--- config.mk ---
export PLATFORM = sky130hd
export DESIGN_NAME = p2p_bridge_bus_io_window
export DESIGN_NICKNAME = d
export VERILOG_FILES = /design/src/hdl/p2p_bridge_bus_io_window.v /design/src/hdl/tenure_timer.v
export VERILOG_INCLUDE_DIRS = /design/src /design/src/hdl
export SDC_FILE = /design/constraint.sdc
export NUM_CORES = 1
export LEC_CHECK = 0
export BUFFER_PORTS_ARGS = -buffer_cell sky130_fd_sc_hd__buf_2
export CORE_MARGIN = 2
export CORE_UTILIZATION = 50
export CTS_CLUSTER_DIAMETER = 120
export DETAILED_ROUTE_END_ITERATION = 7
export PLACE_DENSITY = 0.86
export SYNTH_ARGS = -nofsm -noshare
export SYNTH_HDL_FRONTEND = slang
export SYNTH_SLANG_ARGS = --single-unit
export TNS_END_PERCENT = 50
--- constraint.sdc ---
create_clock -name clk_in -period 5.76 [get_ports clk_in]
set_input_delay 0.288 -clock clk_in [delete_from_list [all_inputs] [get_ports clk_in]]
set_output_delay 0.288 -clock clk_in [all_outputs]
set_load 0.02 [all_outputs]
--- src/hdl/p2p_bridge_consts.vh ---
// offsets, field positions, reset values and timing counts of the bridge bank
`ifndef P2P_BRIDGE_CONSTS_VH
`define P2P_BRIDGE_CONSTS_VH

// byte offsets in configuration space
`define OFS_PRIMARY_BUS     8'h18
`define OFS_SECONDARY_BUS   8'h19
`define OFS_SUBORDINATE_BUS 8'h1A
`define OFS_SEC_LAT_TIMER   8'h1B
`define OFS_IO_LOWER        8'h1C
`define OFS_IO_UPPER        8'h1D

// dword indices holding the bank
`define DW_BUS_NUMBERS      6'h06
`define DW_IO_WINDOW        6'h07

// reset values
`define RST_PRIMARY_BUS     8'h00
`define RST_SECONDARY_BUS   8'h00
`define RST_SUBORDINATE_BUS 8'h00
`define RST_SEC_LAT_TIMER   8'h00
`define RST_IO_LOWER        8'hF0
`define RST_IO_UPPER        8'h00

// field positions
`define TENURE_MSB          7
`define TENURE_LSB          3
`define IO_FIELD_MSB        7
`define IO_FIELD_LSB        4

// decode fill for the low address bits of the window
`define IO_BASE_FILL        12'h000
`define IO_LIMIT_FILL       12'hFFF

// tenure count granularity as log2 of clocks per field step (3 gives eight)
`define TENURE_STEP_BITS    3

`endif

--- src/hdl/p2p_bridge_bus_io_window.v ---
// bus number, secondary tenure and i/o window bank of the internal bridge
`include "p2p_bridge_consts.vh"

// Function
// RL1 - upstream bus number reads zero always, writes do nothing
// RL2 - downstream bus number is eight bits, resets zero, software assigned
// RL3 - bus numbers select which configuration cycles go to the secondary side
// RL4 - highest bus number is eight bit read/write, resets zero
// RL5 - software sets highest equal to downstream when one device sits below
// RL6 - tenure field bits 7:3 read/write, reset zero, zero disables timer
// RL7 - tenure value limits bridge master tenure on the secondary bus
// RL8 - forward i/o only when base <= address <= limit
// RL9 - window start bits 7:4 give A[15:12], low bits reserved, reset F0h
// RL10 - base comparison fills address bits 11:0 with zeros
// RL11 - limit comparison fills address bits 11:0 with ones
// RL12 - window end bits 7:4 give A[15:12], low bits reserved, reset 00h
// RL13 - base above limit forwards no i/o access at all
// RL14 - reserved bits read zero and ignore writes
module p2p_bridge_bus_io_window #(
  parameter IO_ADDR_W = 16,
  parameter BUS_W     = 8
) (
  // clock, reset and clock enable
  input  wire                 clk_in,
  input  wire                 nrst_in,
  input  wire                 ce_in,
  // configuration space access, dword wide with byte enables
  input  wire                 cfg_rd_en_in,
  input  wire                 cfg_wr_en_in,
  input  wire [5:0]           cfg_dw_addr_in,
  input  wire [3:0]           cfg_be_in,
  input  wire [31:0]          cfg_wdata_in,
  output reg  [31:0]          cfg_rdata_out,
  output reg                  cfg_ack_out,
  output reg                  cfg_hit_out,
  // configuration cycle routing
  input  wire                 cfg_cycle_valid_in,
  input  wire [BUS_W-1:0]     cfg_cycle_bus_in,
  output reg                  cfg_route_valid_out,
  output reg                  cfg_route_type0_out,
  output reg                  cfg_route_type1_out,
  // processor i/o routing
  input  wire                 io_req_in,
  input  wire [IO_ADDR_W-1:0] io_addr_in,
  output reg                  io_route_valid_out,
  output reg                  io_route_fwd_out,
  // secondary bus master tenure
  input  wire                 tenure_start_in,
  input  wire                 tenure_active_in,
  input  wire                 gnt_in,
  output wire                 tenure_expired_out,
  output wire                 tenure_release_out,
  // current settings for the rest of the bridge
  output reg  [BUS_W-1:0]     downstream_bus_field_out,
  output reg  [BUS_W-1:0]     highest_bus_field_out,
  output reg  [IO_ADDR_W-1:0] io_window_start_out,
  output reg  [IO_ADDR_W-1:0] io_window_end_out,
  output reg                  io_window_open_out
);

  // stored fields
  reg  [7:0] downstream_bus_field;
  reg  [7:0] highest_bus_field;
  reg  [4:0] tenure_count_field;
  reg  [3:0] io_window_start_field;
  reg  [3:0] io_window_end_field;

  // assembled register images
  wire [7:0] upstream_bus_field;
  wire [7:0] secondary_latency_timer;
  wire [7:0] io_window_lower;
  wire [7:0] io_window_upper;

  // decode helpers
  wire                 dw_bus_sel;
  wire                 dw_io_sel;
  wire [IO_ADDR_W-1:0] next_window_start;
  wire [IO_ADDR_W-1:0] next_window_end;
  wire                 next_window_open;
  wire                 io_above_start;
  wire                 io_below_end;
  wire                 io_upper_zero;
  wire                 next_io_fwd;
  wire                 next_cfg_type0;
  wire                 next_cfg_type1;
  reg  [31:0]          next_rdata;

  // reset images, so the field slices are cut on purpose
  localparam [7:0] TENURE_RESET_IMAGE = `RST_SEC_LAT_TIMER;
  localparam [7:0] START_RESET_IMAGE  = `RST_IO_LOWER;
  localparam [7:0] END_RESET_IMAGE    = `RST_IO_UPPER;

  assign dw_bus_sel = (cfg_dw_addr_in == `DW_BUS_NUMBERS);
  assign dw_io_sel  = (cfg_dw_addr_in == `DW_IO_WINDOW);

  // hardwired, the internal bridge always hangs off bus zero
  assign upstream_bus_field = `RST_PRIMARY_BUS; // RL1

  assign secondary_latency_timer = {tenure_count_field, 3'h0}; // RL6 RL14
  assign io_window_lower         = {io_window_start_field, 4'h0}; // RL9 RL14
  assign io_window_upper         = {io_window_end_field, 4'h0}; // RL12 RL14

  // register writes, byte lane per offset
  always @(posedge clk_in or negedge nrst_in) begin
    if (!nrst_in) begin
      downstream_bus_field  <= `RST_SECONDARY_BUS; // RL2
      highest_bus_field     <= `RST_SUBORDINATE_BUS; // RL4
      tenure_count_field    <=
        TENURE_RESET_IMAGE[`TENURE_MSB:`TENURE_LSB]; // RL6
      io_window_start_field <=
        START_RESET_IMAGE[`IO_FIELD_MSB:`IO_FIELD_LSB]; // RL9
      io_window_end_field   <=
        END_RESET_IMAGE[`IO_FIELD_MSB:`IO_FIELD_LSB]; // RL12
    end else if (ce_in && cfg_wr_en_in) begin
      // lane 0 of the bus dword is the read-only upstream number
      if (dw_bus_sel && cfg_be_in[1]) begin
        downstream_bus_field <= cfg_wdata_in[15:8]; // RL2
      end
      if (dw_bus_sel && cfg_be_in[2]) begin
        highest_bus_field <= cfg_wdata_in[23:16]; // RL4
      end
      if (dw_bus_sel && cfg_be_in[3]) begin
        // low three bits are dropped
        tenure_count_field <= cfg_wdata_in[24+`TENURE_MSB:24+`TENURE_LSB]; // RL6
      end
      if (dw_io_sel && cfg_be_in[0]) begin
        io_window_start_field <= cfg_wdata_in[`IO_FIELD_MSB:`IO_FIELD_LSB]; // RL9
      end
      if (dw_io_sel && cfg_be_in[1]) begin
        io_window_end_field <= cfg_wdata_in[8+`IO_FIELD_MSB:8+`IO_FIELD_LSB]; // RL12
      end
    end
  end

  // read mux, lanes outside this bank read zero
  always @* begin
    next_rdata = 32'h0000_0000;
    if (dw_bus_sel) begin
      next_rdata = {secondary_latency_timer, highest_bus_field,
                    downstream_bus_field, upstream_bus_field}; // RL1
    end else if (dw_io_sel) begin
      // upper half belongs to the status register, not held here
      next_rdata = {16'h0000, io_window_upper, io_window_lower}; // RL14
    end
  end

  // configuration access answer one clock after the request
  always @(posedge clk_in or negedge nrst_in) begin
    if (!nrst_in) begin
      cfg_rdata_out <= 32'h0000_0000;
      cfg_ack_out   <= 1'b0;
      cfg_hit_out   <= 1'b0;
    end else if (ce_in) begin
      cfg_ack_out <= cfg_rd_en_in | cfg_wr_en_in;
      cfg_hit_out <= (cfg_rd_en_in | cfg_wr_en_in) & (dw_bus_sel | dw_io_sel);
      if (cfg_rd_en_in) begin
        cfg_rdata_out <= next_rdata;
      end else begin
        cfg_rdata_out <= 32'h0000_0000;
      end
    end
  end

  // window bounds widened to full i/o addresses
  assign next_window_start = {{(IO_ADDR_W-16){1'b0}},
                              io_window_start_field, `IO_BASE_FILL}; // RL10
  assign next_window_end   = {{(IO_ADDR_W-16){1'b0}},
                              io_window_end_field, `IO_LIMIT_FILL}; // RL11
  // a window with start above end is closed, as after reset
  assign next_window_open  = (io_window_start_field <= io_window_end_field); // RL13

  // only the 64 KB i/o space can ever be forwarded
  assign io_upper_zero  = (io_addr_in >> 16) == {IO_ADDR_W{1'b0}};
  assign io_above_start = (io_addr_in >= next_window_start); // RL8
  assign io_below_end   = (io_addr_in <= next_window_end); // RL8
  assign next_io_fwd    = io_upper_zero & io_above_start & io_below_end &
                          next_window_open; // RL8 RL13

  // i/o routing decision, registered one clock after the request
  always @(posedge clk_in or negedge nrst_in) begin
    if (!nrst_in) begin
      io_route_valid_out <= 1'b0;
      io_route_fwd_out   <= 1'b0;
    end else if (ce_in) begin
      io_route_valid_out <= io_req_in;
      io_route_fwd_out   <= io_req_in & next_io_fwd; // RL8
    end
  end

  // configuration cycle routing on the programmed bus range
  // the range test relies on software keeping highest >= downstream
  assign next_cfg_type0 = (cfg_cycle_bus_in == downstream_bus_field); // RL3
  assign next_cfg_type1 = (cfg_cycle_bus_in > downstream_bus_field) &&
                          (cfg_cycle_bus_in <= highest_bus_field); // RL3 RL5

  always @(posedge clk_in or negedge nrst_in) begin
    if (!nrst_in) begin
      cfg_route_valid_out <= 1'b0;
      cfg_route_type0_out <= 1'b0;
      cfg_route_type1_out <= 1'b0;
    end else if (ce_in) begin
      cfg_route_valid_out <= cfg_cycle_valid_in;
      cfg_route_type0_out <= cfg_cycle_valid_in & next_cfg_type0; // RL3
      cfg_route_type1_out <= cfg_cycle_valid_in & next_cfg_type1; // RL3
    end
  end

  // settings mirrored to the rest of the bridge
  always @(posedge clk_in or negedge nrst_in) begin
    if (!nrst_in) begin
      downstream_bus_field_out <= `RST_SECONDARY_BUS;
      highest_bus_field_out    <= `RST_SUBORDINATE_BUS;
      io_window_start_out      <= {IO_ADDR_W{1'b0}};
      io_window_end_out        <= {IO_ADDR_W{1'b0}};
      io_window_open_out       <= 1'b0;
    end else if (ce_in) begin
      downstream_bus_field_out <= downstream_bus_field;
      highest_bus_field_out    <= highest_bus_field;
      io_window_start_out      <= next_window_start;
      io_window_end_out        <= next_window_end;
      io_window_open_out       <= next_window_open; // RL13
    end
  end

  // tenure limit on the secondary bus
  tenure_timer #(
    .FIELD_W (5),
    .COUNT_W (8)
  ) u_tenure_timer (
    .clk_in                (clk_in),
    .nrst_in               (nrst_in),
    .ce_in                 (ce_in),
    .tenure_count_field_in (tenure_count_field),
    .tenure_start_in       (tenure_start_in),
    .tenure_active_in      (tenure_active_in),
    .gnt_in                (gnt_in),
    .tenure_expired_out    (tenure_expired_out),
    .tenure_release_out    (tenure_release_out)
  ); // RL7

endmodule

--- src/hdl/tenure_timer.v ---
// master tenure timer for the secondary bus
`include "p2p_bridge_consts.vh"

module tenure_timer #(
  parameter FIELD_W = 5,
  parameter COUNT_W = 8
) (
  // clock and reset
  input  wire               clk_in,
  input  wire               nrst_in,
  input  wire               ce_in,
  // programmed value
  input  wire [FIELD_W-1:0] tenure_count_field_in,
  // secondary bus master status
  input  wire               tenure_start_in,
  input  wire               tenure_active_in,
  input  wire               gnt_in,
  // results
  output reg                tenure_expired_out,
  output reg                tenure_release_out
);

  reg  [COUNT_W-1:0] count;
  reg                enabled;
  wire [COUNT_W-1:0] load_value;

  // field counts in steps of eight clocks
  assign load_value = {tenure_count_field_in, {`TENURE_STEP_BITS{1'b0}}};

  always @(posedge clk_in or negedge nrst_in) begin
    if (!nrst_in) begin
      count              <= {COUNT_W{1'b0}};
      enabled            <= 1'b0;
      tenure_expired_out <= 1'b0;
      tenure_release_out <= 1'b0;
    end else if (ce_in) begin
      if (tenure_start_in) begin
        // zero field disables the limit altogether
        count              <= load_value;
        enabled            <= (tenure_count_field_in != {FIELD_W{1'b0}}); // RL6
        tenure_expired_out <= 1'b0;
        tenure_release_out <= 1'b0;
      end else if (!tenure_active_in) begin
        enabled            <= 1'b0;
        tenure_expired_out <= 1'b0;
        tenure_release_out <= 1'b0;
      end else if (enabled) begin
        if (count != {COUNT_W{1'b0}}) begin
          count <= count - {{(COUNT_W-1){1'b0}}, 1'b1}; // RL7
        end
        if (count <= {{(COUNT_W-1){1'b0}}, 1'b1}) begin
          tenure_expired_out <= 1'b1; // RL7
        end
        // still granted means the master may keep the bus
        tenure_release_out <= tenure_expired_out & ~gnt_in; // RL7
      end
    end
  end

endmodule
==> reports/metrics.cfg <==
[run_status]
status = finished clean

[detailed_routing]
drtIter0Drc = 182
vias = 3885
dr.pass1.iters = 4
vias_per_cell = 5.24
wl_microns = 11300
drcViolationCount = 0
wl_per_cell_microns = 15.2
ant_nets = 0
dr_wl_met2_microns = 5540
top_layer = met4
met3_length_microns = 797
wl_met1_microns = 4740

[synthesis]
ys.flop_type = dfrtp_1
async_flop_share = 1.00
yosys_warnings = 0
seq_area_frac_synth = 0.493
synth_top_cell_by_area = dfrtp_1
avgSynthCellArea_sq_um = 10.5
synth_area_sq_mm = 0.00499
synth-seq-cells = 98
yosys-top-cells-area = dfrtp_1, ha_1, mux2_1
synth_edf_count = 0
synth_cells = 476
synth_top_area_share = 0.472
yosysUniqueCellTypes = 48

[clocking]
clkLatencyLatePin_ps = 350
clockRootBuffer = clkbuf_8
cts_tree = built
cts.sinks = 98
cts_buffers = 9
clk_pin_slew_ps = 100
htreeDepth = 3
cts_buffer_depth = 2

[global_routing]
grt_pass1_wl_microns = 19000
grt_max_degree = 57
track_usage = 0.216
globalRoute.totalOverflow = 0
antenna_found_initial = 1
grt_pass1_vias = 4035

[power]
power_density_mw_per_mm2 = 240
vdd_drop_max_mv = 0.147
leakage_uw = 0.00293

[layout]
seq_area_sq_mm = 0.00246
fin_nets = 712
fin_util = 0.602
area_growth_pct = 17.5
drive_gt1_frac = 0.291
nFillCells = 825
multi_input_area_sq_mm = 0.00209
n_antenna_cell = 0

[floorplanning]
core_area_sq_mm = 0.00973
initial_utilization = 0.513
die_width_microns = 104
io_pins = 166
die_area_sq_mm = 0.0108
fp.dieH_microns = 104
rows = 36

[timing]
rsz0062_at_grt = false
period_minus_slack_ps = 2060
tightest_slew_ps = 773
slew_headroom = 0.480
hold_viol_final = 0
drv_slew = 0
setup_slack_ps = 3700
fin_crit_sh = 0.358
setup_tns_ps = 0
max_freq_ghz = 0.485
fin_skew_ps = 14.9
setup_viol = 0

[place]
place_ws_ps = 3420
gp_congestion = 0.879
dp_hpwl_microns = 8720
io_buffers = 139

[critical_path]
setup.worst_path.class = in2reg
critPathRequiredTime_ps = 5970
crit_path_start_kind = primary input
cp-end-kind = register
crit_path_max_fanout = 56
arrival_ps = 2270

[job]
cap_viol_max_count = 0

[hold_path]
hold_path.class = in2reg

-- Yosys cell counts (2+ instances only) --
cell type	n
buf_2	2
ha_1	31
mux2_2	12
dfstp_2	4
buf_4	30
nand2_1	45
o22ai_1	4
or2_1	2
nor3b_1	4
nor2_1	11
o31ai_1	3
nor2b_1	3
o21ai_0	3
clkbuf_1	11
or4_1	5
dfrtp_1	94
a31oi_1	3
nand4b_1	2
a21oi_1	20
nand3_1	3
o211ai_1	3
a22oi_1	4
nand4_1	12
inv_1	61
and3_1	2
a2111oi_0	2
a21o_1	4
o21ai_1	38
nor4_1	6
mux2_1	34
-- per-stage QoR --
stage	cells	instance area, sq um	power (uW)	hold WS (ps)
global placement	726	5670	984	313
global route	741	5860	1470	132
detailed placement	726	5670	997	314
finish	741	5860	1410	139
floorplan	494	5050	913	-7.59
CTS	741	5860	1420	128
-- routing by layer --
metal,track usage,vias up
met5,0,-
met4,0.0705,0
met3,0.0633,19
met2,0.370,131
met1,0.261,1892
li1,-,1843
-- what timing repair did --
item / 4_1_cts / 5_1_grt
hold buffers: 1 / 0
endpoints found under the hold margin: 40 / 0
setup buffers: 0 / 0
resized for setup: 0 / 0
-- worst max-delay path, cell delays in order --
cell and delay (ps):
buf_2 470, buf_4 610, nor2b_1 170, a2111oi_0 550, nor4_1 140
-- cells in the final DEF, fill, tap and decap left out, drive strengths merged, types with 2 or more instances in the layout --
cell	count
inv	61
o31ai	3
or2	2
a2111oi	2
nor3b	4
clkinvlp	3
nand4	12
and3	2
clkbuf	9
o211ai	3
a21oi	20
nor4	6
nor2b	3
ha	31
mux2	46
nand2	46
o21ai	41
a21o	4
nor2	11
dfstp	4
conb	19
or4	5
o32ai	2
a31oi	3
o22ai	4
nand3	3
a22oi	4
buf	143
dfrtp	94
nand4b	2
-- where the power goes --
| part | switching, uW | internal (uW) | total (uW) |
|---|---|---|---|
| combinational | 136 | 88.0 | 224 |
| sequential | 33.6 | 726 | 760 |
| clock | 228 | 195 | 423 |
| total | 397 | 1010 | 1410 |
-- final timing paths --
check                      depth (start not counted)  slack (ps)                startpoint                       to
setup / recovery                                   5        3700                     ce_in      cfg_route_type1_out
hold / removal                                     3         140          cfg_wdata_in[11]  downstream_bus_field[3]
setup reg to reg                                   7        3710  io_window_start_field[3]         io_route_fwd_out
hold reg to reg                                    1         490   io_window_start_out[15]  io_window_start_out[15]
max in group asynchronous                          3        4190                   nrst_in     highest_bus_field[4]
min in group asynchronous                          2         460                   nrst_in        cfg_rdata_out[18]
-- cell families after synthesis --
kind of cell | after synthesis | share of synthesized area
AOI/OAI and AO/OA | 91 | 0.112
xor gates and xnor gates | 1 | 0.00176
adders and majority gates | 31 | 0.0778
other | 1 | 0.000752
muxes | 46 | 0.104
buffers and inverters | 105 | 0.102
and+or+nand+nor | 103 | 0.109
DFF | 98 | 0.493
-- cell type report --
| cell class | instances | share of cell area |
|---|---|---|
| timing repair buffer | 144 | 0.126 |
| multi-input combinational | 291 | 0.356 |
| sequential | 98 | 0.419 |
| inverter | 61 | 0.0391 |
| tap | 133 | 0.0284 |
| clock buffer | 9 | 0.0211 |
| clock inverter | 5 | 0.00982 |
-- registers in the layout, summed over array words and instances, names as in the netlist, 4 cells and up --
signal                    flops
cfg_rdata_out                25
downstream_bus_field          8
downstream_bus_field_out      8
highest_bus_field             8
highest_bus_field_out         8
io_window_end_field           4
io_window_end_out             5
io_window_start_field         4
io_window_start_out           4
tenure_count_field            5
u_tenure_timer.count          8
(Power assumes the default switching activity.)
